File: src/rtl/srw_pkg.sv
// Package for the supervisory reset and watchdog block: timing constants,
// state encoding and the bundled input samples.
// Assumes a single 125 MHz reference clock.
package srw_pkg;

    localparam int unsigned CLK_HZ            = 125_000_000;
    localparam int unsigned CLK_PERIOD_NS     = 8;

    // Reset hold time in ms: least 140, nominal 200, most 400; nominal is used
    localparam int unsigned HOLD_TIME_MS      = 200;
    localparam int unsigned HOLD_CYCLES       = (CLK_HZ / 1000) * HOLD_TIME_MS;

    // Watchdog period in ms: least 1120, typical 1600, most 3200
    localparam int unsigned WD_PERIOD_MS      = 1600;
    localparam int unsigned WD_CYCLES         = (CLK_HZ / 1000) * WD_PERIOD_MS;

    // Pushbutton filter time in ns: low must persist this long to count
    localparam int unsigned PB_FILTER_NS      = 1000;
    localparam int unsigned PB_FILTER_CYCLES  =
        (PB_FILTER_NS + CLK_PERIOD_NS - 1) / CLK_PERIOD_NS;
    // Longest allowed pushbutton-to-output delay in ns
    localparam int unsigned PB_DELAY_MAX_NS   = 5000;

    localparam int unsigned CNT_W             = 32;
    localparam int unsigned PB_CNT_W          = 8;

    typedef enum logic [1:0] {
        SRW_ST_HOLD  = 2'b00,
        SRW_ST_RUN   = 2'b01,
        SRW_ST_PRESS = 2'b10
    } srw_state_t;

    // Synchronised pin samples
    typedef struct packed {
        logic pushbutton;
        logic strobe;
        logic undervolt;
    } srw_pins_t;

endpackage : srw_pkg

File: src/rtl/srw_supervisor.sv
// Supervisory reset generator with pushbutton input and watchdog timer.
// Assumes undervoltage arrives as a digital flag from an outside comparator
// and the strobe pad resolves the weak pull against any external driver.
//
// Overview of operation
// - Hold reset 200 ms after supply good.
// - Undervoltage asserts reset at once, holds it.
// - Hold period 140..400 ms, nominally 200.
// - Pushbutton low asserts reset.
// - Debounce pushbutton, stretch to hold period.
// - Pushbutton hold counts from its release.
// - Reset asserted within 5 us of press.
// - Reject ~100 ns pushbutton glitches.
// - No strobe edge in period forces reset.
// - Watchdog counts only while reset inactive.
// - Strobe edge restarts the full period.
// - After timeout, hold, release, restart watchdog.
// - Weak pull low 7/8, high 1/8 period.
// - Open strobe self-services; watchdog disabled.
module srw_supervisor
    import srw_pkg::*;
#(
    parameter bit          HAS_PUSHBUTTON = 1'b1,
    parameter bit          HAS_WATCHDOG   = 1'b1,
    parameter bit          HAS_RESET_HIGH = 1'b1,
    parameter int unsigned HOLD_CNT       = HOLD_CYCLES,
    parameter int unsigned WD_CNT         = WD_CYCLES
) (
    input  wire logic REF_CLK_IN,
    input  wire logic RSTN_IN,
    input  wire logic UNDERVOLT_IN,
    input  wire logic PUSHBUTTON_RESET_N_IN,
    input  wire logic WATCHDOG_STROBE_IN,
    output logic      WATCHDOG_STROBE_PULL_OUT,
    output logic      WATCHDOG_STROBE_PULL_OE_OUT,
    output logic      RESET_N_OUT,
    output logic      RESET_OUT
);

    localparam logic [CNT_W-1:0]    HOLD_LAST = CNT_W'(HOLD_CNT - 1);
    localparam logic [CNT_W-1:0]    WD_LAST   = CNT_W'(WD_CNT - 1);
    localparam logic [CNT_W-1:0]    PULL_HIGH = CNT_W'(WD_CNT - WD_CNT / 8);
    localparam logic [PB_CNT_W-1:0] PB_LAST   = PB_CNT_W'(PB_FILTER_CYCLES - 1);

    localparam int unsigned PIN_COUNT = $bits(srw_pins_t);

    // Flop reset values are the idle pin levels, so leaving reset
    // brings neither a false strobe edge nor a false press
    localparam srw_pins_t PINS_IDLE = '{
        pushbutton: 1'h1,
        strobe:     1'h0,
        undervolt:  1'h0
    };
    localparam logic [PIN_COUNT-1:0] PINS_IDLE_BITS = PINS_IDLE;

    srw_pins_t            pins_raw;
    logic [PIN_COUNT-1:0] pins_raw_bits;
    logic [PIN_COUNT-1:0] pins_meta;
    logic [PIN_COUNT-1:0] pins_sync;
    srw_pins_t            pins;
    logic                 strobe_prev;
    logic [PB_CNT_W-1:0]  pb_cnt;
    logic                 pb_pressed;
    srw_state_t           state;
    logic [CNT_W-1:0]     hold_cnt;
    logic                 hold_done;
    logic [CNT_W-1:0]     wd_cnt;
    logic                 wd_timeout;
    logic                 strobe_edge;
    logic                 reset_active;
    logic [CNT_W-1:0]     pull_cnt;
    logic                 pull_meta;
    logic                 pull_seen;
    logic                 ext_edge;

    // A variant without the button sees it as always released
    assign pins_raw = '{
        pushbutton: HAS_PUSHBUTTON ? PUSHBUTTON_RESET_N_IN : 1'h1,
        strobe:     WATCHDOG_STROBE_IN,
        undervolt:  UNDERVOLT_IN
    };

    assign pins_raw_bits = pins_raw;

    // Two flip-flops per pin before any logic reads it
    for (genvar i = 0; i < PIN_COUNT; i++) begin : g_sync
        always_ff @(posedge REF_CLK_IN or negedge RSTN_IN) begin
            if (!RSTN_IN) begin
                pins_meta[i] <= PINS_IDLE_BITS[i];
                pins_sync[i] <= PINS_IDLE_BITS[i];
            end else begin
                pins_meta[i] <= pins_raw_bits[i];
                pins_sync[i] <= pins_meta[i];
            end
        end
    end

    assign pins = srw_pins_t'(pins_sync);

    always_ff @(posedge REF_CLK_IN or negedge RSTN_IN) begin
        if (!RSTN_IN) begin
            strobe_prev <= 1'h0;
        end else begin
            strobe_prev <= pins.strobe;
        end
    end

    // Either edge counts as service
    assign strobe_edge = HAS_WATCHDOG && (pins.strobe != strobe_prev);

    // A low must persist for the filter time before it counts: short noise
    // pulses die here, and 1 us stays far inside the 5 us response budget
    always_ff @(posedge REF_CLK_IN or negedge RSTN_IN) begin
        if (!RSTN_IN) begin
            pb_cnt <= '0;
        end else if (pins.pushbutton) begin
            pb_cnt <= '0;
        end else if (pb_cnt != PB_LAST) begin
            pb_cnt <= pb_cnt + 1'h1;
        end
    end

    always_ff @(posedge REF_CLK_IN or negedge RSTN_IN) begin
        if (!RSTN_IN) begin
            pb_pressed <= 1'h0;
        end else if (pins.pushbutton) begin
            pb_pressed <= 1'h0;
        end else if (pb_cnt == PB_LAST) begin
            pb_pressed <= 1'h1;
        end
    end

    // Undervoltage overrides everything; a held button parks the state in
    // PRESS, so the hold time starts only once the button is let go
    always_ff @(posedge REF_CLK_IN or negedge RSTN_IN) begin
        if (!RSTN_IN) begin
            state <= SRW_ST_HOLD;
        end else begin
            case (state)
                SRW_ST_HOLD: begin
                    if (pins.undervolt) begin
                        state <= SRW_ST_HOLD;
                    end else if (pb_pressed) begin
                        state <= SRW_ST_PRESS;
                    end else if (hold_done) begin
                        state <= SRW_ST_RUN;
                    end
                end

                SRW_ST_PRESS: begin
                    if (pins.undervolt || !pb_pressed) begin
                        state <= SRW_ST_HOLD;
                    end
                end

                SRW_ST_RUN: begin
                    if (pins.undervolt) begin
                        state <= SRW_ST_HOLD;
                    end else if (pb_pressed) begin
                        state <= SRW_ST_PRESS;
                    end else if (wd_timeout) begin
                        state <= SRW_ST_HOLD;
                    end
                end

                default: begin
                    state <= SRW_ST_HOLD;
                end
            endcase
        end
    end

    assign hold_done = (hold_cnt == HOLD_LAST);

    // Hold time restarts while any cause of reset is still present
    always_ff @(posedge REF_CLK_IN or negedge RSTN_IN) begin
        if (!RSTN_IN) begin
            hold_cnt <= '0;
        end else if (state != SRW_ST_HOLD || pins.undervolt) begin
            hold_cnt <= '0;
        end else if (pb_pressed || hold_done) begin
            hold_cnt <= '0;
        end else begin
            hold_cnt <= hold_cnt + 1'h1;
        end
    end

    // Undervoltage asserts reset directly, not through the state register
    assign reset_active = (state != SRW_ST_RUN) || pins.undervolt;

    // Watchdog runs only while reset is released
    always_ff @(posedge REF_CLK_IN or negedge RSTN_IN) begin
        if (!RSTN_IN) begin
            wd_cnt <= '0;
        end else if (state != SRW_ST_RUN || strobe_edge) begin
            wd_cnt <= '0;
        end else if (wd_cnt != WD_LAST) begin
            wd_cnt <= wd_cnt + 1'b1;
        end
    end

    assign wd_timeout = HAS_WATCHDOG && (wd_cnt == WD_LAST);

    // The pull level goes through the same two flops as the pin, so the
    // synchronised pin can be compared with the pull that it saw
    always_ff @(posedge REF_CLK_IN or negedge RSTN_IN) begin
        if (!RSTN_IN) begin
            pull_meta <= 1'h0;
            pull_seen <= 1'h0;
        end else begin
            pull_meta <= WATCHDOG_STROBE_PULL_OUT;
            pull_seen <= pull_meta;
        end
    end

    // An edge against the weak pull can only come from an outside driver
    assign ext_edge = strobe_edge && (pins.strobe != pull_seen);

    // Weak pull pattern runs a full period of its own: low for 7/8, high
    // for the last 1/8. An open pin follows it and so services the timer
    // twice a period; a real driver restarts the pattern with each edge against the pull,
    // which keeps the pull low for as long as the driver is alive.
    always_ff @(posedge REF_CLK_IN or negedge RSTN_IN) begin
        if (!RSTN_IN) begin
            pull_cnt <= '0;
        end else if (state != SRW_ST_RUN || ext_edge) begin
            pull_cnt <= '0;
        end else if (pull_cnt == WD_LAST) begin
            pull_cnt <= '0;
        end else begin
            pull_cnt <= pull_cnt + 1'h1;
        end
    end

    always_ff @(posedge REF_CLK_IN or negedge RSTN_IN) begin
        if (!RSTN_IN) begin
            WATCHDOG_STROBE_PULL_OUT <= 1'h0;
        end else begin
            WATCHDOG_STROBE_PULL_OUT <= (pull_cnt >= PULL_HIGH);
        end
    end

    assign WATCHDOG_STROBE_PULL_OE_OUT = HAS_WATCHDOG;

    // Both outputs come from flops fed by one level: a reset line must not
    // glitch, and the price is one clock of latency
    always_ff @(posedge REF_CLK_IN or negedge RSTN_IN) begin
        if (!RSTN_IN) begin
            RESET_N_OUT <= 1'h0;
            RESET_OUT   <= HAS_RESET_HIGH;
        end else begin
            RESET_N_OUT <= !reset_active;
            RESET_OUT   <= HAS_RESET_HIGH && reset_active;
        end
    end

endmodule : srw_supervisor

File: config.mk
export PLATFORM = sky130hd
export DESIGN_NAME = srw_supervisor
export DESIGN_NICKNAME = d
export VERILOG_FILES = /design/src/rtl/srw_pkg.sv /design/src/rtl/srw_supervisor.sv
export SDC_FILE = /design/constraint.sdc
export NUM_CORES = 1
export LEC_CHECK = 0
export ABC_AREA = 0
export BUFFER_PORTS_ARGS = -buffer_cell sky130_fd_sc_hd__buf_2
export CORE_MARGIN = 1.5
export CORE_UTILIZATION = 55
export CTS_BUF_LIST = sky130_fd_sc_hd__clkbuf_16
export CTS_CLUSTER_DIAMETER = 40
export DETAILED_ROUTE_END_ITERATION = 7
export PLACE_DENSITY = 0.71
export SLEW_MARGIN = 25
export SYNTH_ARGS = -nofsm -noshare
export SYNTH_HDL_FRONTEND = slang
export SYNTH_SLANG_ARGS = --single-unit
export TNS_END_PERCENT = 50
File: constraint.sdc
create_clock -name REF_CLK_IN -period 2.4 [get_ports REF_CLK_IN]
set_input_delay 0.12 -clock REF_CLK_IN [delete_from_list [all_inputs] [get_ports REF_CLK_IN]]
set_output_delay 0.12 -clock REF_CLK_IN [all_outputs]
set_load 0.1 [all_outputs]
==> results of run 1 <==
==> layer usage <==
| layer | up-vias | GRT usage [%] |
|---|---|---|
| li1 | 2172 | - |
| met1 | 2125 | 28.6 |
| met2 | 77 | 33.9 |
| met3 | 14 | 5.52 |
| met4 | 0 | 8.49 |
| met5 | - | 0 |
==> metrics by stage <==
| step | hold WS, ns | cells | power [mW] | setup slack [ns] | cell area [um^2] |
|---|---|---|---|---|---|
| floorplan | -0.176 | 605 | 2.11 | 0.458 | 5870 |
| global route | 0.325 | 781 | 4.66 | 0.108 | 6700 |
| CTS | 0.290 | 781 | 4.56 | 0.215 | 6700 |
| global placement | 0.177 | 745 | 2.16 | 0.374 | 6100 |
| finish | 0.276 | 781 | 4.50 | 0.216 | 6700 |
| detailed placement | 0.179 | 745 | 2.16 | 0.278 | 6100 |
==> cell families after synthesis <==
family,Yosys count,synth area share [%]
and+or+nand+nor,325,28.7
DFF,119,50.8
xor gates and xnor gates,84,12.5
AOI/OAI and AO/OA,36,3.92
buffers and inverters,33,2.56
adders and majority gates,6,1.28
other,1,0.0639
muxes,1,0.170
==> path summary, 6_finish.rpt <==
| check | slack (ns) | endpoint | startpoint | cells past startpoint |
|---|---|---|---|---|
| worst min-delay path | 0.28 | wd_cnt[14] | RSTN_IN | 2 |
| worst min register to register | 0.35 | pins[1] | pins_meta[1] | 0 |
| max in group asynchronous | 1.33 | pull_cnt[22] | RSTN_IN | 3 |
| worst max register to register | 0.22 | hold_cnt[18] | hold_cnt[0] | 7 |
| worst max-delay path | 0.22 | hold_cnt[18] | hold_cnt[0] | 7 |
| min in group REF_CLK_IN | 0.35 | pins[1] | pins_meta[1] | 0 |
==> what timing repair did <==
item                       CTS  global route
gates resized for setup      0             0
hold endpoints to repair    47             0
hold buffers                 4             0
setup endpoints to repair    0             0
==> worst reg2reg max path, cell delays in order, from the launching register on <==
cell and delay, ns:
dfrtp_1 0.42, ha_1 0.21, and3_1 0.31, nand3_4 0.11
or3_4 0.41, nand2_1 0.29, buf_4 0.25, nor2_1 0.07
==> state kept, by name, summed over array words and instances, names as in the netlist, 2 cells and up <==
| register | cells |
|---|---|
| pins | 3 |
| pb_cnt | 8 |
| pull_cnt | 32 |
| pins_meta | 3 |
| hold_cnt | 32 |
| wd_cnt | 32 |
| state | 2 |
==> layout make-up <==
type	count	area [um^2]	area share [%]
repair buffers	26	190	2.84
multi-input cells	453	2740	40.9
flip-flops and latches	119	2980	44.5
well taps	136	170	2.54
inverters	15	56.3	0.841
clock inverters	15	130	1.94
clock buffers	17	425	6.35
==> power groups by stage <==
stage | Combinational [mW] | Sequential, mW | Clock [mW]
floorplan | 0.0402 | 2.07 | 0
global placement | 0.0898 | 2.07 | 0
detailed placement | 0.0902 | 2.07 | 0
CTS | 0.0960 | 2.04 | 2.43
global route | 0.108 | 2.04 | 2.51
finish | 0.0924 | 2.04 | 2.37
==> placed cells by master (no fill, tap or decap), types with 9 or more instances in the layout <==
cell and instances:
nor4_1 25, nor2_1 111, clkbuf_16 17, a21oi_1 9, buf_4 16, dfrtp_1 116, nand4_1 30, nor3_1 22
o21ai_0 11, xor2_1 40, nand2_1 43, nand3_1 34, inv_1 15, and3_1 18, xnor2_1 44
==> reports/qor.csv, run 1 <==
stage,metric,value,unit
power,Switching Share,22.9,%
synth,Gate Count Post-Synth,605,
sta,Final setup viols,0,
grt,first-pass GRT wire length,19.3,mm
worst_setup_path,"critical path fanouts, max",11,
floorplan,Row Count,37,
synth,"top cells by area, synth","dfrtp_1 (49%), nor2_1 (7.1%), xnor2_1 (6.6%), xor2_1 (6.0%), nand4_1 (3.2%)",
worst_setup_path,critical path class,register to register,
sta,final hold violation count,0,
floorplan,die width,106,um
sta,Final min period,2.18,ns
placement,dpl hpwl,7.39,mm
power,Sw Pwr,1.03,mW
synth,"Distinct cells, synth",50,
clock_network,setup bufs post-CTS,0,
clock_network,H-tree levels,4,
placement,final estimated routing congestion in global placement,0.828,
route,top sig layer,met4,
worst_hold_path,Hold Path Class,input pin to async pin,
worst_setup_path,Worst path max stage delay,0.42,ns
sta,clock skew,0.0123,ns
route,wire length on met2,5.07,mm
worst_setup_path,"Arr. time, crit path",2.48,ns
power,Pint,3.47,mW
route,drt drc,0,
route,met1 wire length,5.28,mm
worst_setup_path,Crit path max-delay family,simple AND/OR/NAND/NOR gates,
final_layout,Ant. Diodes,0,
sta,count of final max-slew check failures,0,
worst_setup_path,Crit. End Element,register,
sta,Worst Tran Pin Value,0.632,ns
synth,Synth Flop Type,dfrtp_1,
placement,Port Buf Inserts,7,
final_layout,Fillers,835,
floorplan,die area,11300,um^2
clock_network,CTS tree,done,
sta,fmax,458,MHz
clock_network,clock root buffer,clkbuf_16,
synth,register area share after synthesis,50.8,%
sta,RSZ-0062 raised after global routing,false,
clock_network,clk buf depth,2,
route,routed vias/inst,5.62,
worst_setup_path,"Slowest-stage cell, CP",dfrtp_1,
synth,Mapped Area,5870,um^2
final_layout,area grow syn2layout,14.0,%
clock_network,# clock sinks,119,
grt,total track usage,21.5,%
power,PD cells,673,nW/um^2
synth,Post-synth EDFFs,0,
power,Comb power frac,2.1,%
route,wire length per cell,14.0,um
synth,synthesized net count,616,
final_layout,fin nets,643,
synth,"count leader, synth",dfrtp_1,
status,status,finished clean,
clock_network,clock-pin slew on the worst setup and hold paths,0.06,ns
synth,YS warnings,0,
synth,synth cell count leaders,"dfrtp_1 (116), nor2_1 (111), xnor2_1 (44)",
sta,Tcrit/Tclk final,91.0,%
synth,largest area contributor in the netlist,dfrtp_1,
route,Final ANT Viol Nets,0,
synth,Synth async-reset ratio,100,%
final_layout,fin util,64.9,%
floorplan,core area,10300,um^2
power,worst vdd ir,519,uV
route,final WL,10.9,mm
floorplan,I/O pin cnt,9,
clock_network,worst-skew pair later-pin latency,0.42,ns
route,via count,4388,
route,DR pass1 iterations,4,
worst_setup_path,Critical Path RT,2.69,ns
synth,share of the synthesized area in the top cell type,49.4,%
flow_run,Max-cap violations,0,
clock_network,CTS buffer count,17,
worst_setup_path,Buf/Inv on CP,1,
worst_setup_path,type of origin of the critical path,register,
sta,Worst slew margin,57.8,%
grt,number of global-route vias before repair,4269,
floorplan,die height,106,um
route,metal3 WL,400,um
grt,initial antenna violation count,0,
power,sequential share of power,45.3,%
sta,final setup TNS,0,ns
final_layout,fraction of layout cells with a size suffix above 1,10.9,%
power,Pleak,2.69,nW
power,Clk pwr share,52.7,%
grt,GR Overflow Total,0,
route,initial detailed-routing violation count,211,
floorplan,Initial Util,56.9,%
synth,Synth Area per Inst,9.71,um^2
grt,largest net degree at the start of global routing,52,
synth,number of synthesized register bits,119,
worst_setup_path,"Critical Path, Cell by Cell","ha_1, and3_1, nand3_4, or3_4, nand2_1, buf_4, nor2_1",
Power figures use the tool's default switching activity.
==> inputs of run 2 (changes only) <==
--- a/config.mk
+++ b/config.mk
@@ -13,6 +13,7 @@
 export CTS_CLUSTER_DIAMETER = 40
 export DETAILED_ROUTE_END_ITERATION = 7
 export PLACE_DENSITY = 0.71
+export RECOVER_POWER = 50
 export SLEW_MARGIN = 25
 export SYNTH_ARGS = -nofsm -noshare
 export SYNTH_HDL_FRONTEND = slang
==> constraint.sdc (replaced) <==
create_clock -name REF_CLK_IN -period 2.6 [get_ports REF_CLK_IN]
set_input_delay 0.13 -clock REF_CLK_IN [delete_from_list [all_inputs] [get_ports REF_CLK_IN]]
set_output_delay 0.13 -clock REF_CLK_IN [all_outputs]
set_load 0.1 [all_outputs]
==> run 2 against run 1 <==
Compared with the run above: flip-flop and latch count unchanged; first-iteration DRC count decreased by 5.7%; routed wire length increased by 2.3%; combinational power decreased by 12%; sequential power decreased by 8%; critical endpoint is now state[0]; highest routed layer unchanged; largest power group unchanged; via count increased by 1.4%; power decreased by 4.5%; utilization decreased by 0.085 points.
==> reports/qor.csv, run 2 (synthesis gave the netlist of run 1 again) <==
stage,metric,value,unit,change
grt,first-pass GRT wire length,19.6,mm,+1.6%
final_layout,most frequent cells in the layout,"dfrtp_1 (116), nor2_1 (111), xnor2_1 (44)",,
clock_network,H-tree levels,4,,unchanged
sta,Final setup viols,0,,unchanged
power,Pint,3.32,mW,-4.5%
sta,Worst slew margin,33.6,%,-24 points
sta,final setup TNS,0,ns,unchanged
floorplan,core area,10300,um^2,unchanged
route,drt drc,0,,unchanged
placement,final estimated routing congestion in global placement,0.848,,+2.5%
floorplan,Initial Util,56.9,%,unchanged
power,Clk pwr share,54.3,%,+1.6 points
sta,Worst Tran Pin Value,0.996,ns,+0.364 ns
sta,Final min period,2.08,ns,-0.0993 ns
route,Final ANT Viol Nets,0,,unchanged
final_layout,Final Cell Area,6690,um^2,-0.13%
worst_setup_path,"Arr. time, crit path",2.40,ns,-0.08 ns
placement,dpl hpwl,7.17,mm,-2.9%
worst_setup_path,"critical path fanouts, max",5,,-6
route,via count,4449,,+1.4%
grt,initial antenna violation count,0,,unchanged
status,status,finished clean,,
grt,GR Util met2,34.3,%,+0.37 points
power,Comb power frac,1.9,%,-0.2 points
worst_setup_path,capturing point of the worst reg2reg path,state[0],,
sta,count of final max-slew check failures,0,,unchanged
power,PD cells,643,nW/um^2,-4.4%
grt,GR Overflow Total,0,,unchanged
floorplan,die area,11300,um^2,unchanged
power,sequential share of power,43.8,%,-1.5 points
placement,Port Buf Inserts,7,,unchanged
clock_network,hold buffers post-CTS,4,,unchanged
flow_run,Max-cap violations,0,,unchanged
sta,Tcrit/Tclk final,80.2,%,-11 points
route,routed vias/inst,5.73,,+2.0%
sta,worst hold slack,0.307,ns,+0.0311 ns
worst_setup_path,Critical Path RT,2.91,ns,+0.22 ns
worst_setup_path,reg2reg setup slack,0.52,ns,+0.30 ns
final_layout,Largest regs,"hold_cnt (32), pull_cnt (32), wd_cnt (32)",,
clock_network,CTS tree,done,,
grt,largest net degree at the start of global routing,77,,+48%
clock_network,# clock sinks,119,,unchanged
final_layout,"commonest non-fill, non-tap cell in the layout",dfrtp_1,,
grt,total track usage,21.9,%,+0.31 points
final_layout,non-filler instance count after layout,776,,-0.64%
route,wire length per cell,14.4,um,+2.9%
worst_setup_path,type of origin of the critical path,register,,
final_layout,fraction of layout cells with a size suffix above 1,10.0,%,-0.85 points
floorplan,Row Count,37,,unchanged
clock_network,setup bufs post-CTS,0,,unchanged
grt,number of global-route vias before repair,4289,,+0.47%
final_layout,fin nets,638,,-0.78%
floorplan,I/O pin cnt,9,,unchanged
worst_hold_path,Hold Path Class,input pin to async pin,,
final_layout,area grow syn2layout,13.8,%,
clock_network,clock-pin slew on the worst setup and hold paths,0.06,ns,about the same
placement,Post-DP Area,6070,um^2,-0.41%
power,Pleak,2.67,nW,-0.50%
sta,fmax,480,MHz,+4.8%
route,final WL,11.2,mm,+2.3%
power,worst vdd ir,563,uV,+8.3%
grt,GRT met1 Usage,28.7,%,+0.069 points
sta,clock skew,0.00597,ns,-0.00628 ns
worst_setup_path,critical path class,register to register,,
floorplan,die height,106,um,unchanged
grt,GRT Max-Usage Layer,met2,,
power,Switching Share,22.8,%,-0.066 points
worst_setup_path,cells on worst reg2reg path,6,,-1
sta,RSZ-0062 raised after global routing,false,,
route,DR pass1 iterations,4,,unchanged
power,Sw Pwr,0.981,mW,-4.8%
clock_network,PostCTS Resize Cnt,0,,unchanged
floorplan,die width,106,um,unchanged
final_layout,Ant. Diodes,0,,unchanged
worst_setup_path,Crit. End Element,register,,
clock_network,worst-skew pair later-pin latency,0.42,ns,about the same
placement,Inst Count DP,740,,-0.67%
clock_network,clk buf depth,2,,unchanged
route,initial detailed-routing violation count,199,,-5.7%
sta,final hold violation count,0,,unchanged
worst_setup_path,worst r2r src,hold_cnt[0],,
grt,grt met3 use,5.82,%,+0.31 points
clock_network,CTS buffer count,17,,unchanged
clock_network,clock root buffer,clkbuf_16,,
run 2: critical path: stages (launching register included):
cell,delay [ns]
dfrtp_1,0.40
ha_1,0.19
and3_1,0.30
nand3_4,0.10
or3_4,0.41
or2_0,0.23
a2111oi_2,0.35
run 2: area by class of cell:
| class | instances | area [um^2] |
|---|---|---|
| well taps | 136 | 170 |
| inverters | 15 | 56.3 |
| flip-flops and latches | 119 | 2980 |
| clock inverters | 15 | 165 |
| clock buffers | 17 | 425 |
| repair buffers | 21 | 146 |
| fillers | 821 | 3640 |
| multi-input cells | 453 | 2740 |
run 2: power groups by stage:
stage	logic, mW	clock network (mW)	registers [mW]
finish	0.0809	2.34	1.88
global route	0.0951	2.47	1.88
global placement	0.0823	0	1.91
CTS	0.0887	2.39	1.88
floorplan	0.0371	0	1.91
detailed placement	0.0832	0	1.91
run 2: worst max path at each step:
stage                start       end  slack [ns]  depth (start not counted)
5_1_grt        hold_cnt[0]  state[0]        0.35                          6
3_5_place_dp   hold_cnt[0]  state[0]        0.52                          6
4_1_cts        hold_cnt[0]  state[0]        0.51                          6
3_3_place_gp   hold_cnt[0]  state[0]        0.56                          6
2_1_floorplan  hold_cnt[0]  state[0]        0.66                          7
6_report       hold_cnt[0]  state[0]        0.52                          6
run 2: through the flow:
step / setup WS, ns / util [%] / power [mW]
2_1_floorplan: 0.658 / - / 1.95
3_3_place_gp: 0.563 / 58.8 / 2.00
3_5_place_dp: 0.524 / 58.8 / 2.00
4_1_cts: 0.506 / 64.9 / 4.36
5_1_grt: 0.350 / 64.8 / 4.44
6_report: 0.515 / 64.8 / 4.30
run 2: routing by layer:
| layer | up-vias | wire (um) |
|---|---|---|
| li1 | 2158 | - |
| met1 | 2186 | 5270 |
| met2 | 88 | 5320 |
| met3 | 17 | 405 |
| met4 | 0 | 155 |
| met5 | - | 0 |
